<file path="src/shared/nhp_pkg.sv">
// Package for the numeric value exchange port.
// Assumes a 40 MHz pclk; shared by the port and its sync stage.
package nhp_pkg;
  localparam int unsigned CLK_HZ       = 40_000_000;
  localparam int unsigned WIN_MS       = 15;
  // 15 ms minimum window as pclk cycles
  localparam int unsigned WIN_CYC      = (CLK_HZ / 1000) * WIN_MS;
  localparam int unsigned WORD_W       = 16;
  localparam int unsigned NUM_STROBES  = 6;
  // Strobe bit positions in the synchronised vector
  localparam int unsigned SB_PSEL      = 0;
  localparam int unsigned SB_OSEL      = 1;
  localparam int unsigned SB_PRGO      = 2;
  localparam int unsigned SB_LINO      = 3;
  localparam int unsigned SB_OVRO      = 4;
  localparam int unsigned SB_ERRO      = 5;
  // APB register byte offsets
  localparam logic [7:0] OFF_CTRL      = 8'h00;
  localparam logic [7:0] OFF_PROG      = 8'h04;
  localparam logic [7:0] OFF_OVRD      = 8'h08;
  localparam logic [7:0] OFF_LINE      = 8'h0C;
  localparam logic [7:0] OFF_ERR       = 8'h10;
  localparam logic [7:0] OFF_STAT      = 8'h14;
  localparam logic [7:0] OFF_WIDTH     = 8'h18;
  // Reset values
  localparam logic [4:0] RST_START_BIT = 5'h00;
  localparam logic [4:0] RST_END_BIT   = 5'h0F;
  localparam logic [15:0] RST_OVRD     = 16'h0064;
  // Output source selector
  typedef enum logic [2:0] {
    NHP_SRC_NONE = 3'b000,
    NHP_SRC_PROG = 3'b001,
    NHP_SRC_LINE = 3'b010,
    NHP_SRC_OVRD = 3'b011,
    NHP_SRC_ERR  = 3'b100
  } nhp_src_e;
endpackage

</file>
<file path="src/rtl/nhp_sync.sv">
// Three-flop synchroniser with agreed rising-edge detect per strobe.
// Assumes inputs come from outside the pclk domain.
`timescale 1ns/1ps
`default_nettype none
module nhp_sync
  import nhp_pkg::*;
#(
  parameter int unsigned N = NUM_STROBES
)(
  input  wire logic         pclk,    // Clock
  input  wire logic         presetn, // Async reset, low
  input  wire logic [N-1:0] async_in, // Raw pins
  output logic      [N-1:0] level,   // Agreed level
  output logic      [N-1:0] rise     // One-cycle rising pulse
);
  genvar g;
  generate
    for (g = 0; g < N; g++)
    begin : g_bit
      logic s1_r, s2_r, s3_r, lvl_r;
      // Three flops; level changes when stage 2 and 3 agree
      always_ff @(posedge pclk or negedge presetn)
      begin
        if (!presetn)
        begin
          s1_r  <= 1'b0;
          s2_r  <= 1'b0;
          s3_r  <= 1'b0;
          lvl_r <= 1'b0;
        end
        else
        begin
          s1_r <= async_in[g];
          s2_r <= s1_r;
          s3_r <= s2_r;
          if (s2_r == s3_r)
            lvl_r <= s3_r;
        end
      end
      assign level[g] = lvl_r;
      assign rise[g]  = (s2_r == s3_r) && s3_r && !lvl_r;
    end
  endgenerate
endmodule // nhp_sync
`default_nettype wire

</file>
<file path="src/rtl/nhp_port.sv">
// Numeric value exchange port: host strobes, numeric word in/out, APB.
// Assumes an APB master on pclk; host pins are asynchronous.
//
// Operation
// - Program select captures unsigned program number when start-select option off
// - Start-select option captures number at start
// - Override select captures new override value
// - Word width set by start/end bits
// - Latest output request selects output source
// - Program request outputs slot-1 program number
// - Line request outputs slot-1 line number
// - Override request outputs panel override
// - Error request outputs error number
// - Per-request in-progress flag while word valid
`timescale 1ns/1ps
`default_nettype none
module nhp_port
  import nhp_pkg::*;
#(
  parameter int unsigned W = WORD_W
)(
  input  wire logic         pclk,           // Clock 40 MHz
  input  wire logic         presetn,        // Async reset, low
  input  wire logic         psel,           // APB select
  input  wire logic         penable,        // APB enable
  input  wire logic         pwrite,         // APB direction
  input  wire logic [7:0]   paddr,          // APB byte address
  input  wire logic [31:0]  pwdata,         // APB write data
  output logic      [31:0]  prdata,         // APB read data
  output logic              pready,         // APB ready
  output logic              pslverr,        // APB error
  input  wire logic [W-1:0] numeric_word_in, // Host numeric input
  input  wire logic         program_select_strobe,  // Program select
  input  wire logic         override_select_strobe, // Override select
  input  wire logic         start_strobe,   // Start signal
  input  wire logic         program_number_request, // Program out req
  input  wire logic         line_number_request,    // Line out req
  input  wire logic         override_value_request, // Override out req
  input  wire logic         error_number_request,   // Error out req
  output logic [W-1:0]      numeric_word_out, // Numeric output
  output logic              prog_out_busy,  // Program output active
  output logic              line_out_busy,  // Line output active
  output logic              ovrd_out_busy,  // Override output active
  output logic              err_out_busy,   // Error output active
  output logic              program_start   // Start pulse to sequencer
);
  logic [NUM_STROBES-1:0] raw_s, lvl_s, rise_s;
  logic [W-1:0]  in_s1_r, in_s2_r, in_s3_r, in_stable_r;
  logic          pst_opt_r;
  logic [4:0]    start_bit_r, end_bit_r;
  logic [W-1:0]  prog_r, ovrd_r, line_r, err_r;
  logic [W-1:0]  width_mask, in_val, out_val;
  nhp_src_e      src_r, src_nxt;
  logic          wr_en;

  assign raw_s = {error_number_request, override_value_request,
                  line_number_request, program_number_request,
                  override_select_strobe, program_select_strobe};

  // Strobe synchronisation and edge detect
  nhp_sync #(.N(NUM_STROBES)) u_sync (
    .pclk     (pclk),
    .presetn  (presetn),
    .async_in (raw_s),
    .level    (lvl_s),
    .rise     (rise_s)
  );

  // Start strobe through its own three flops
  logic st1_r, st2_r, st3_r, st_lvl_r, st_rise;
  always_ff @(posedge pclk or negedge presetn)
  begin
    if (!presetn)
    begin
      st1_r    <= 1'b0;
      st2_r    <= 1'b0;
      st3_r    <= 1'b0;
      st_lvl_r <= 1'b0;
    end
    else
    begin
      st1_r <= start_strobe;
      st2_r <= st1_r;
      st3_r <= st2_r;
      if (st2_r == st3_r)
        st_lvl_r <= st3_r;
    end
  end
  assign st_rise = (st2_r == st3_r) && st3_r && !st_lvl_r;
  assign program_start = st_rise;

  // Numeric input word taken as a level, agreed per bit
  always_ff @(posedge pclk or negedge presetn)
  begin
    if (!presetn)
    begin
      in_s1_r     <= '0;
      in_s2_r     <= '0;
      in_s3_r     <= '0;
      in_stable_r <= '0;
    end
    else
    begin
      in_s1_r <= numeric_word_in;
      in_s2_r <= in_s1_r;
      in_s3_r <= in_s2_r;
      for (int i = 0; i < W; i++)
        if (in_s2_r[i] == in_s3_r[i])
          in_stable_r[i] <= in_s3_r[i];
    end
  end

  // Field window from start and end bit positions
  always_comb
  begin
    width_mask = '0;
    for (int i = 0; i < W; i++)
      if (i <= int'(end_bit_r) - int'(start_bit_r))
        width_mask[i] = 1'b1;
  end
  assign in_val = (in_stable_r >> start_bit_r) & width_mask;

  // APB decode; zero wait states
  assign wr_en   = psel && penable && pwrite;
  assign pready  = 1'b1;
  assign pslverr = psel && penable && (paddr > OFF_WIDTH
                   || paddr[1:0] != 2'b00);

  // Configuration registers
  always_ff @(posedge pclk or negedge presetn)
  begin
    if (!presetn)
    begin
      pst_opt_r   <= 1'b0;
      start_bit_r <= RST_START_BIT;
      end_bit_r   <= RST_END_BIT;
    end
    else if (wr_en && paddr == OFF_CTRL)
      pst_opt_r <= pwdata[0];
    else if (wr_en && paddr == OFF_WIDTH)
    begin
      start_bit_r <= pwdata[4:0];
      end_bit_r   <= pwdata[12:8];
    end
  end

  // Program number capture, select strobe or start option
  always_ff @(posedge pclk or negedge presetn)
  begin
    if (!presetn)
      prog_r <= '0;
    else if (rise_s[SB_PSEL] && !pst_opt_r)
      prog_r <= in_val;
    else if (st_rise && pst_opt_r)
      prog_r <= in_val;
    else if (wr_en && paddr == OFF_PROG)
      prog_r <= pwdata[W-1:0];
  end

  // Override capture, select strobe wins over software write
  always_ff @(posedge pclk or negedge presetn)
  begin
    if (!presetn)
      ovrd_r <= RST_OVRD[W-1:0];
    else if (rise_s[SB_OSEL])
      ovrd_r <= in_val;
    else if (wr_en && paddr == OFF_OVRD)
      ovrd_r <= pwdata[W-1:0];
  end

  // Line and error numbers supplied by the controller
  always_ff @(posedge pclk or negedge presetn)
  begin
    if (!presetn)
    begin
      line_r <= '0;
      err_r  <= '0;
    end
    else if (wr_en && paddr == OFF_LINE)
      line_r <= pwdata[W-1:0];
    else if (wr_en && paddr == OFF_ERR)
      err_r <= pwdata[W-1:0];
  end

  // Source selection: latest rising request takes over
  always_comb
  begin
    src_nxt = src_r;
    case (src_r)
      NHP_SRC_PROG: if (!lvl_s[SB_PRGO]) src_nxt = NHP_SRC_NONE;
      NHP_SRC_LINE: if (!lvl_s[SB_LINO]) src_nxt = NHP_SRC_NONE;
      NHP_SRC_OVRD: if (!lvl_s[SB_OVRO]) src_nxt = NHP_SRC_NONE;
      NHP_SRC_ERR:  if (!lvl_s[SB_ERRO]) src_nxt = NHP_SRC_NONE;
      NHP_SRC_NONE: src_nxt = NHP_SRC_NONE;
      default:      src_nxt = NHP_SRC_NONE;
    endcase
    if (rise_s[SB_PRGO])
      src_nxt = NHP_SRC_PROG;
    else if (rise_s[SB_LINO])
      src_nxt = NHP_SRC_LINE;
    else if (rise_s[SB_OVRO])
      src_nxt = NHP_SRC_OVRD;
    else if (rise_s[SB_ERRO])
      src_nxt = NHP_SRC_ERR;
  end

  always_ff @(posedge pclk or negedge presetn)
  begin
    if (!presetn)
      src_r <= NHP_SRC_NONE;
    else
      src_r <= src_nxt;
  end

  // Output value by source, placed at the configured field
  always_comb
  begin
    case (src_r)
      NHP_SRC_PROG: out_val = prog_r;
      NHP_SRC_LINE: out_val = line_r;
      NHP_SRC_OVRD: out_val = ovrd_r;
      NHP_SRC_ERR:  out_val = err_r;
      default:      out_val = '0;
    endcase
  end

  // Registered numeric word and in-progress flags
  always_ff @(posedge pclk or negedge presetn)
  begin
    if (!presetn)
    begin
      numeric_word_out <= '0;
      prog_out_busy    <= 1'b0;
      line_out_busy    <= 1'b0;
      ovrd_out_busy    <= 1'b0;
      err_out_busy     <= 1'b0;
    end
    else
    begin
      numeric_word_out <= (out_val & width_mask) << start_bit_r;
      prog_out_busy    <= (src_r == NHP_SRC_PROG);
      line_out_busy    <= (src_r == NHP_SRC_LINE);
      ovrd_out_busy    <= (src_r == NHP_SRC_OVRD);
      err_out_busy     <= (src_r == NHP_SRC_ERR);
    end
  end

  // Read data register
  always_ff @(posedge pclk or negedge presetn)
  begin
    if (!presetn)
      prdata <= 32'h00000000;
    else if (psel && !penable && !pwrite)
    begin
      case (paddr)
        OFF_CTRL:  prdata <= {31'h0, pst_opt_r};
        OFF_PROG:  prdata <= 32'(prog_r);
        OFF_OVRD:  prdata <= 32'(ovrd_r);
        OFF_LINE:  prdata <= 32'(line_r);
        OFF_ERR:   prdata <= 32'(err_r);
        OFF_STAT:  prdata <= {25'h0, lvl_s[5:2], src_r};
        OFF_WIDTH: prdata <= {19'h0, end_bit_r, 3'h0, start_bit_r};
        default:   prdata <= 32'h00000000;
      endcase
    end
  end

  // Checks
  chk_prog_capture: assert property (
    @(posedge pclk) disable iff (!presetn)
    rise_s[SB_PSEL] && !pst_opt_r |=> prog_r == $past(in_val))
    else $error("program number not captured");
  chk_start_capture: assert property (
    @(posedge pclk) disable iff (!presetn)
    st_rise && pst_opt_r |=> prog_r == $past(in_val))
    else $error("program number not captured at start");
  chk_ovrd_capture: assert property (
    @(posedge pclk) disable iff (!presetn)
    rise_s[SB_OSEL] |=> ovrd_r == $past(in_val))
    else $error("override not captured");
  chk_prog_out_busy: assert property (
    @(posedge pclk) disable iff (!presetn)
    rise_s[SB_PRGO] |=> ##1 prog_out_busy && !line_out_busy)
    else $error("program busy flag missing");
  chk_line_value: assert property (
    @(posedge pclk) disable iff (!presetn)
    rise_s[SB_LINO] && !rise_s[SB_PRGO] && start_bit_r == 5'h00
    && end_bit_r == RST_END_BIT
    |=> ##1 numeric_word_out == $past(line_r))
    else $error("line number not output");
  chk_err_out: assert property (
    @(posedge pclk) disable iff (!presetn)
    rise_s[SB_ERRO] && rise_s[4:2] == 3'h0 |=> ##1 err_out_busy)
    else $error("error output flag missing");
  chk_release_clears: assert property (
    @(posedge pclk) disable iff (!presetn)
    src_r == NHP_SRC_OVRD && !lvl_s[SB_OVRO] && rise_s[5:2] == 4'h0
    |=> ##1 !ovrd_out_busy)
    else $error("override flag not released");
  chk_one_busy: assert property (
    @(posedge pclk) disable iff (!presetn)
    $onehot0({prog_out_busy, line_out_busy, ovrd_out_busy,
              err_out_busy}))
    else $error("more than one busy flag");
  cov_prog_req: cover property (@(posedge pclk) disable iff (!presetn)
    rise_s[SB_PRGO] ##2 prog_out_busy);
  cov_takeover: cover property (@(posedge pclk) disable iff (!presetn)
    src_r == NHP_SRC_LINE ##1 src_r == NHP_SRC_ERR);
  cov_ovrd_set: cover property (@(posedge pclk) disable iff (!presetn)
    rise_s[SB_OSEL]);
endmodule // nhp_port
`default_nettype wire

</file>
<file path="config.mk">
export PLATFORM = sky130hd
export DESIGN_NAME = nhp_port
export DESIGN_NICKNAME = d
export VERILOG_FILES = /design/src/shared/nhp_pkg.sv /design/src/rtl/nhp_sync.sv /design/src/rtl/nhp_port.sv
export SDC_FILE = /design/constraint.sdc
export NUM_CORES = 1
export LEC_CHECK = 0
export BUFFER_PORTS_ARGS = -buffer_cell sky130_fd_sc_hd__buf_4
export CAP_MARGIN = 20
export CORE_AREA = 2 2 129 143
export DETAILED_ROUTE_END_ITERATION = 8
export DIE_AREA = 0 0 131 145
export PLACE_DENSITY = 0.8
export SLEW_MARGIN = 20
export SYNTH_ARGS = -nofsm -noshare
export SYNTH_HDL_FRONTEND = slang
export SYNTH_SLANG_ARGS = --single-unit
</file>
<file path="constraint.sdc">
create_clock -name pclk -period 4.2 [get_ports pclk]
set_input_delay 0 -clock pclk [delete_from_list [all_inputs] [get_ports pclk]]
set_output_delay 0 -clock pclk [all_outputs]
set_load 0.05 [all_outputs]
</file>
=== Word level (Yosys, flattened, before mapping) ===
Index checks and enable logic that the tools add are counted.

* Memories: 0
* Bits in latches: 0
* Word-level logic and storage cells: 199
* Flip-flop bits (word level): 222
* Bits in read-only memories: 0
* Input bits: 68
* Output and inout port bits: 55
* Memory bits (writable): 0

* $mul: 0
* Add/subtract/negate cells: 1
* Equality and inequality tests: 37
* Bitwise operators: 4
* Shifts and indexed selects: 2
* Order comparisons: 17
* Div/mod/pow operators: 0
* Reduce and logical (&&, ||, !) cells: 45
* Multiplexer cells: 32

{| class="wikitable"
|+ Operator list
! operator !! number
|-
| $pmux W16 S7 || 1
|-
| $mux W16 || 5
|-
| $pmux W16 S4 || 1
|-
| $le A5 B6 Y1 const A || 8
|-
| $and A16 B16 Y16 || 2
|-
| $logic_and A1 B1 Y1 || 27
|-
| $eq A8 B5 Y1 const B || 3
|-
| $le A4 B6 Y1 const A || 4
|-
| $mux W3 || 8
|-
| $ne A6 B6 Y1 const B || 4
|-
| $eq A1 B1 Y1 || 23
|-
| $eq A8 B4 Y1 const B || 2
|-
| $mux W1 || 16
|-
| $shl A16 B5 Y16 || 1
|-
| $shr A16 B5 Y16 || 1
|-
| $le A3 B6 Y1 const A || 2
|-
| $pmux W3 S4 || 1
|-
| $logic_not A1 Y1 || 10
|-
| $eq A8 B3 Y1 const B || 1
|-
| $gt A8 B5 Y1 const B || 1
|-
| $logic_not A8 Y1 || 1
|-
| $eq A3 B2 Y1 const B || 2
|-
| $le A1 B6 Y1 const A || 1
|-
| $le A2 B6 Y1 const A || 1
|-
| 9 further kinds || 12
|}

=== Logic depth before layout (Yosys ltp) ===
* Depth after elaboration: 7
* Mapped depth: 13

=== Modules after synthesis ===
Synthesis repeated with hierarchy kept, for this count alone.

* Cells, all modules: 907
* Area, all modules: 10087.2 µm²

{| class="wikitable"
|+ Modules (own cells, without submodules)
! module !! area each (µm²) !! times used !! cells each !! seq. area each (µm²)
|-
| nhp_port || 9238.9 || 1 || 859 || 4563.1
|-
| nhp_sync || 848.3 || 1 || 48 || 600.6
|}

=== Worst setup path before layout ===
No wires, ideal clock.

* Path type: register -> register
* From: reg start_bit_r[1]
* To: reg numeric_word_out[15]
* Clock period less this slack: 3.612 ns
* Path buffers: 3
* Setup time: 0.130 ns
* Data required time: 4.070 ns
* Cell stages (with the launch flop): 14
* Setup slack: 0.588 ns
* Data arrival time: 3.482 ns
* Path through: dfrtp_1 > buf_2 > clkinv_1 > clkbuf_1 > fa_1 > a21o_1 > a21oi_2 > mux2_2 > or3_1 > buf_2 > o311ai_4 > mux2i_1 > a22oi_1 > o22ai_1

* Cells in the longest elaborated chain, start to end: 5
* Elaborated cells between the ends (all ways): 35
* Those cells by class: 1 x add/sub; 16 x order compare; 1 x shift; 16 x mux; 1 x bitwise

{| class="wikitable"
|+ RTL lines
! item !! line !! RTL
|-
| start: declaration || nhp_port.sv:50 || <nowiki>logic [4:0] start_bit_r, end_bit_r;</nowiki>
|-
| start signal: assignment || nhp_port.sv:142 || <nowiki>start_bit_r <= pwdata[4:0];</nowiki>
|-
| $sub A5 B5 Y6 || nhp_port.sv:118 || <nowiki>if (i <= int'(end_bit_r) - int'(start_bit_r))</nowiki>
|-
| $le A1 B6 Y1 (tied with other cells) || nhp_port.sv:118 ||
|-
| $mux W1 || nhp_port.sv:118 ||
|-
| $and A16 B16 Y16 || nhp_port.sv:240 || <nowiki>numeric_word_out <= (out_val & width_mask) << start_bit_r;</nowiki>
|-
| $shl A16 B5 Y16 (*) || nhp_port.sv:240 ||
|-
| end signal: assignment || nhp_port.sv:240 ||
|-
| end: declaration || nhp_port.sv:40 || <nowiki>output logic [W-1:0] numeric_word_out,</nowiki>
|}

Every way passes the cells marked *; elsewhere a longest branch is shown, timed or not.
A chain may end at the register's enable or synchronous reset.

=== Worst setup path in the final report ===
* From: reg end_bit_r[0]
* To: reg numeric_word_out[15]

* Cells in the longest elaborated chain, start to end: 5
* Elaborated cells between the ends (all ways): 35
* Those cells by class: 1 x add/sub; 16 x order compare; 1 x shift; 16 x mux; 1 x bitwise

{| class="wikitable"
|+ RTL lines
! item !! line !! RTL
|-
| start: declaration || nhp_port.sv:50 ||
|-
| start signal: assignment || nhp_port.sv:143 || <nowiki>end_bit_r <= pwdata[12:8];</nowiki>
|-
| $sub A5 B5 Y6 (*) || nhp_port.sv:118 ||
|-
| $le A1 B6 Y1 (tied with other cells) || nhp_port.sv:118 ||
|-
| $mux W1 || nhp_port.sv:118 ||
|-
| $and A16 B16 Y16 (*) || nhp_port.sv:240 ||
|-
| $shl A16 B5 Y16 (*) || nhp_port.sv:240 ||
|}

Marks and branches as above.

==> reports/qor.csv <==
metric,value,unit
cp.required,4570,ps
synth_cell_types,80,
ir_worst_vdd,0.0003870,V
crit_slowest_cell,o21ai_0,
period_share,82.24,%
die_area,19000,µm²
final_antenna_net_count,0,
wl_per_cell,21.40,µm
syn_area,10180,µm²
slew-limit-headroom,28.91,%
place_ws,780.0,ps
num_io_pins,123,
drive_gt1_share,22.56,%
cap_violations,0,
met1_usage,39.31,%
dp_cells,1234,
final_cell_mix,"199 x dfrtp_1, 111 x buf_4, 87 x nor2_1",
coreArea,17550,µm²
clk_latency,520,ps
antenna_found_initial,0,
p_per_area,393.3,nW/µm²
fmax,0.2895,GHz
ys_ff_latch,206,
crit_path_frequent_cell,inv_1,
top_usage_layer,met2,
cts_tree,done,
drt-vias-per-instance,6.329,
syn_to_final_growth,19.50,%
tightest_slew,1058,ps
hpwl,18380,µm
hold_viol_final,0,
layout_setup_ws,745.9,ps
fin_nets,1144,
yosysWarnings,0,
grt.overflow.total,0,
clock_skew,18.34,ps
multiInputGateArea,4673,µm²
min_period,3454,ps
run_status,completed,
route.detailed.drc,0,
clockBufferDepth,3,
grt_setup_unrepaired,no,
grt_pass1_wl,44070,µm
synth_edf_count,0,
crit_fanout,9,
port_buffers,89,
grt.total_usage,29.76,%
hold_ws,12.82,ps
fin_cells,1315,
final_common_cell,dfrtp_1,
htree_num_levels,1,
met2_usage,47.15,%
tns,0,ps
drt-total-wl,28140,µm
crit_path_end_kind,flop,
place_congestion,0.9596,
drt_iter0_markers,859,
cts_resized,0,
cts_setup_buffers,0,
yosysSeqAreaShare,50.72,%
rows,51,
hold_buffers,41,
die_x,131,µm
use_met3,5.937,%
startpoint_type,flop,
seq_area,5164,µm²
cts.sinks,206,
antennaDiodeCount,0,
p_total,4.785,mW
synth_area_per_cell,10.84,µm²
n_fill_cell,1245,
drt_first_pass_iters,7,
num_vias,8323,
hold_path_class,in2reg,
die_h,145,µm
finalSetupViolCount,0,
grt_max_degree,128,
drv_slew,0,
clkTransAtPathRegs,60,ps
crit_arrival,3830,ps
initial_core_util,58.02,%
cts-root-buf,clkbuf_16,
async_flop_share,100.0,%
cts_buffers,22,
crit_chain,inv_1 > ha_1 > inv_1 > fa_1 > a21o_1 > a21oi_2 > xor2_1 > buf_4 > a311oi_1 > o21ai_0 > a21oi_1 > a22oi_1 > o22ai_1,
max_stage_delay,500,ps
grt_pass1_vias,8328,
crit_type,reg2reg,
syn_inst,939,
synth_top_flop_cell,dfrtp_1,
power_leakage,5.336,nW
Yosys cell counts (6+ instances only):
master / count / area share (%)
dfrtp_1: 199 / 49
nor2_1: 88 / 3.2
mux2_2: 66 / 7.3
nand2_1: 65 / 2.4
mux2i_1: 53 / 5.2
a21oi_1: 47 / 2.3
a22oi_1: 35 / 2.6
o21ai_0: 35 / 1.7
clkbuf_1: 32 / 1.2
a31oi_1: 25 / 1.5
buf_4: 18 / 1.3
maj3_1: 16 / 1.6
nand3_1: 15 / 0.74
nor3_1: 14 / 0.69
buf_2: 12 / 0.59
ha_1: 12 / 1.5
nor2b_1: 12 / 0.74
nand2b_1: 10 / 0.61
o22a_1: 10 / 0.86
a211oi_1: 9 / 0.66
inv_1: 9 / 0.33
o22ai_1: 9 / 0.55
a221oi_1: 7 / 0.60
and2_1: 7 / 0.43
dfstp_2: 7 / 1.8
a311oi_1: 6 / 0.52
buf_1: 6 / 0.22
kinds of logic (layout without fill, tap and decap cells):
kind of cell    count (synthesis)  in the layout  synth area share [%]
xor+xnor                        4              4                0.4179
other cells                     2             17               0.07376
buf+inv                        84            207                 4.215
flops                         206            206                 50.72
fa+ha+maj                      29             29                 3.244
mux                           122            122                 12.95
simple gates                  247            247                 11.63
compound gates                245            245                 16.75
per-stage QoR:
stage | cell area [µm²] | utilization (%)
after floorplan | 10240 | -
final | 12170 | 69.33
after CTS | 12120 | 69.09
after global placement | 11050 | 62.94
after global routing | 12170 | 69.33
after detailed placement | 11050 | 62.94
area by class of cell:
cell class                 instances  share of cell area [%]
clock buffer                      29                   4.905
clock inverter                     9                  0.5862
inverter                          13                  0.4011
multi-input combinational        664                   38.41
sequential                       206                   42.44
tap                              238                   2.448
timing repair buffer             156                   10.81
metal layers:
layer,vias to the layer above,part of all wire (%)
li1,3681,-
met1,4064,39
met2,466,48
met3,112,8.7
met4,0,4.5
met5,-,0
flip-flops by register name (all words and copies together) (netlist names), 16 cells and up:
signal,cells
err_r,16
in_s1_r,16
in_s2_r,16
in_s3_r,16
in_stable_r,16
line_r,16
numeric_word_out,16
ovrd_r,16
prdata,16
prog_r,16
worst max-delay path: cells and delay by family, from the launching register on:
kind	cells	cell delay (ps)
AO/OA/AOI/OAI	7	1580
adder cells (fa/ha/maj)	2	600
XOR/XNOR	1	390
flip-flops	1	370
buffers and inverters	3	370
power breakdown:
group / switching (mW) / internal (mW) / total (mW) / leakage (nW)
combinational: 0.469 / 0.273 / 0.742 / 2.49
clock: 0.797 / 1.01 / 1.80 / 0.307
sequential: 0.115 / 2.13 / 2.24 / 2.54
worst paths after layout:
| check | start | to | slack (ps) | depth (start not counted) |
|---|---|---|---|---|
| worst max-delay path | end_bit_r[0] | numeric_word_out[15] | 750 | 13 |
| worst min-delay path | paddr[4] | pst_opt_r | 10 | 3 |
| worst max register to register | end_bit_r[0] | numeric_word_out[15] | 750 | 13 |
| worst min register to register | in_s1_r[6] | in_s2_r[6] | 340 | 0 |
| max in group asynchronous | presetn | in_stable_r[9] | 2960 | 4 |
| min in group asynchronous | presetn | err_r[7] | 490 | 3 |
Power figures use the tool's default switching activity.
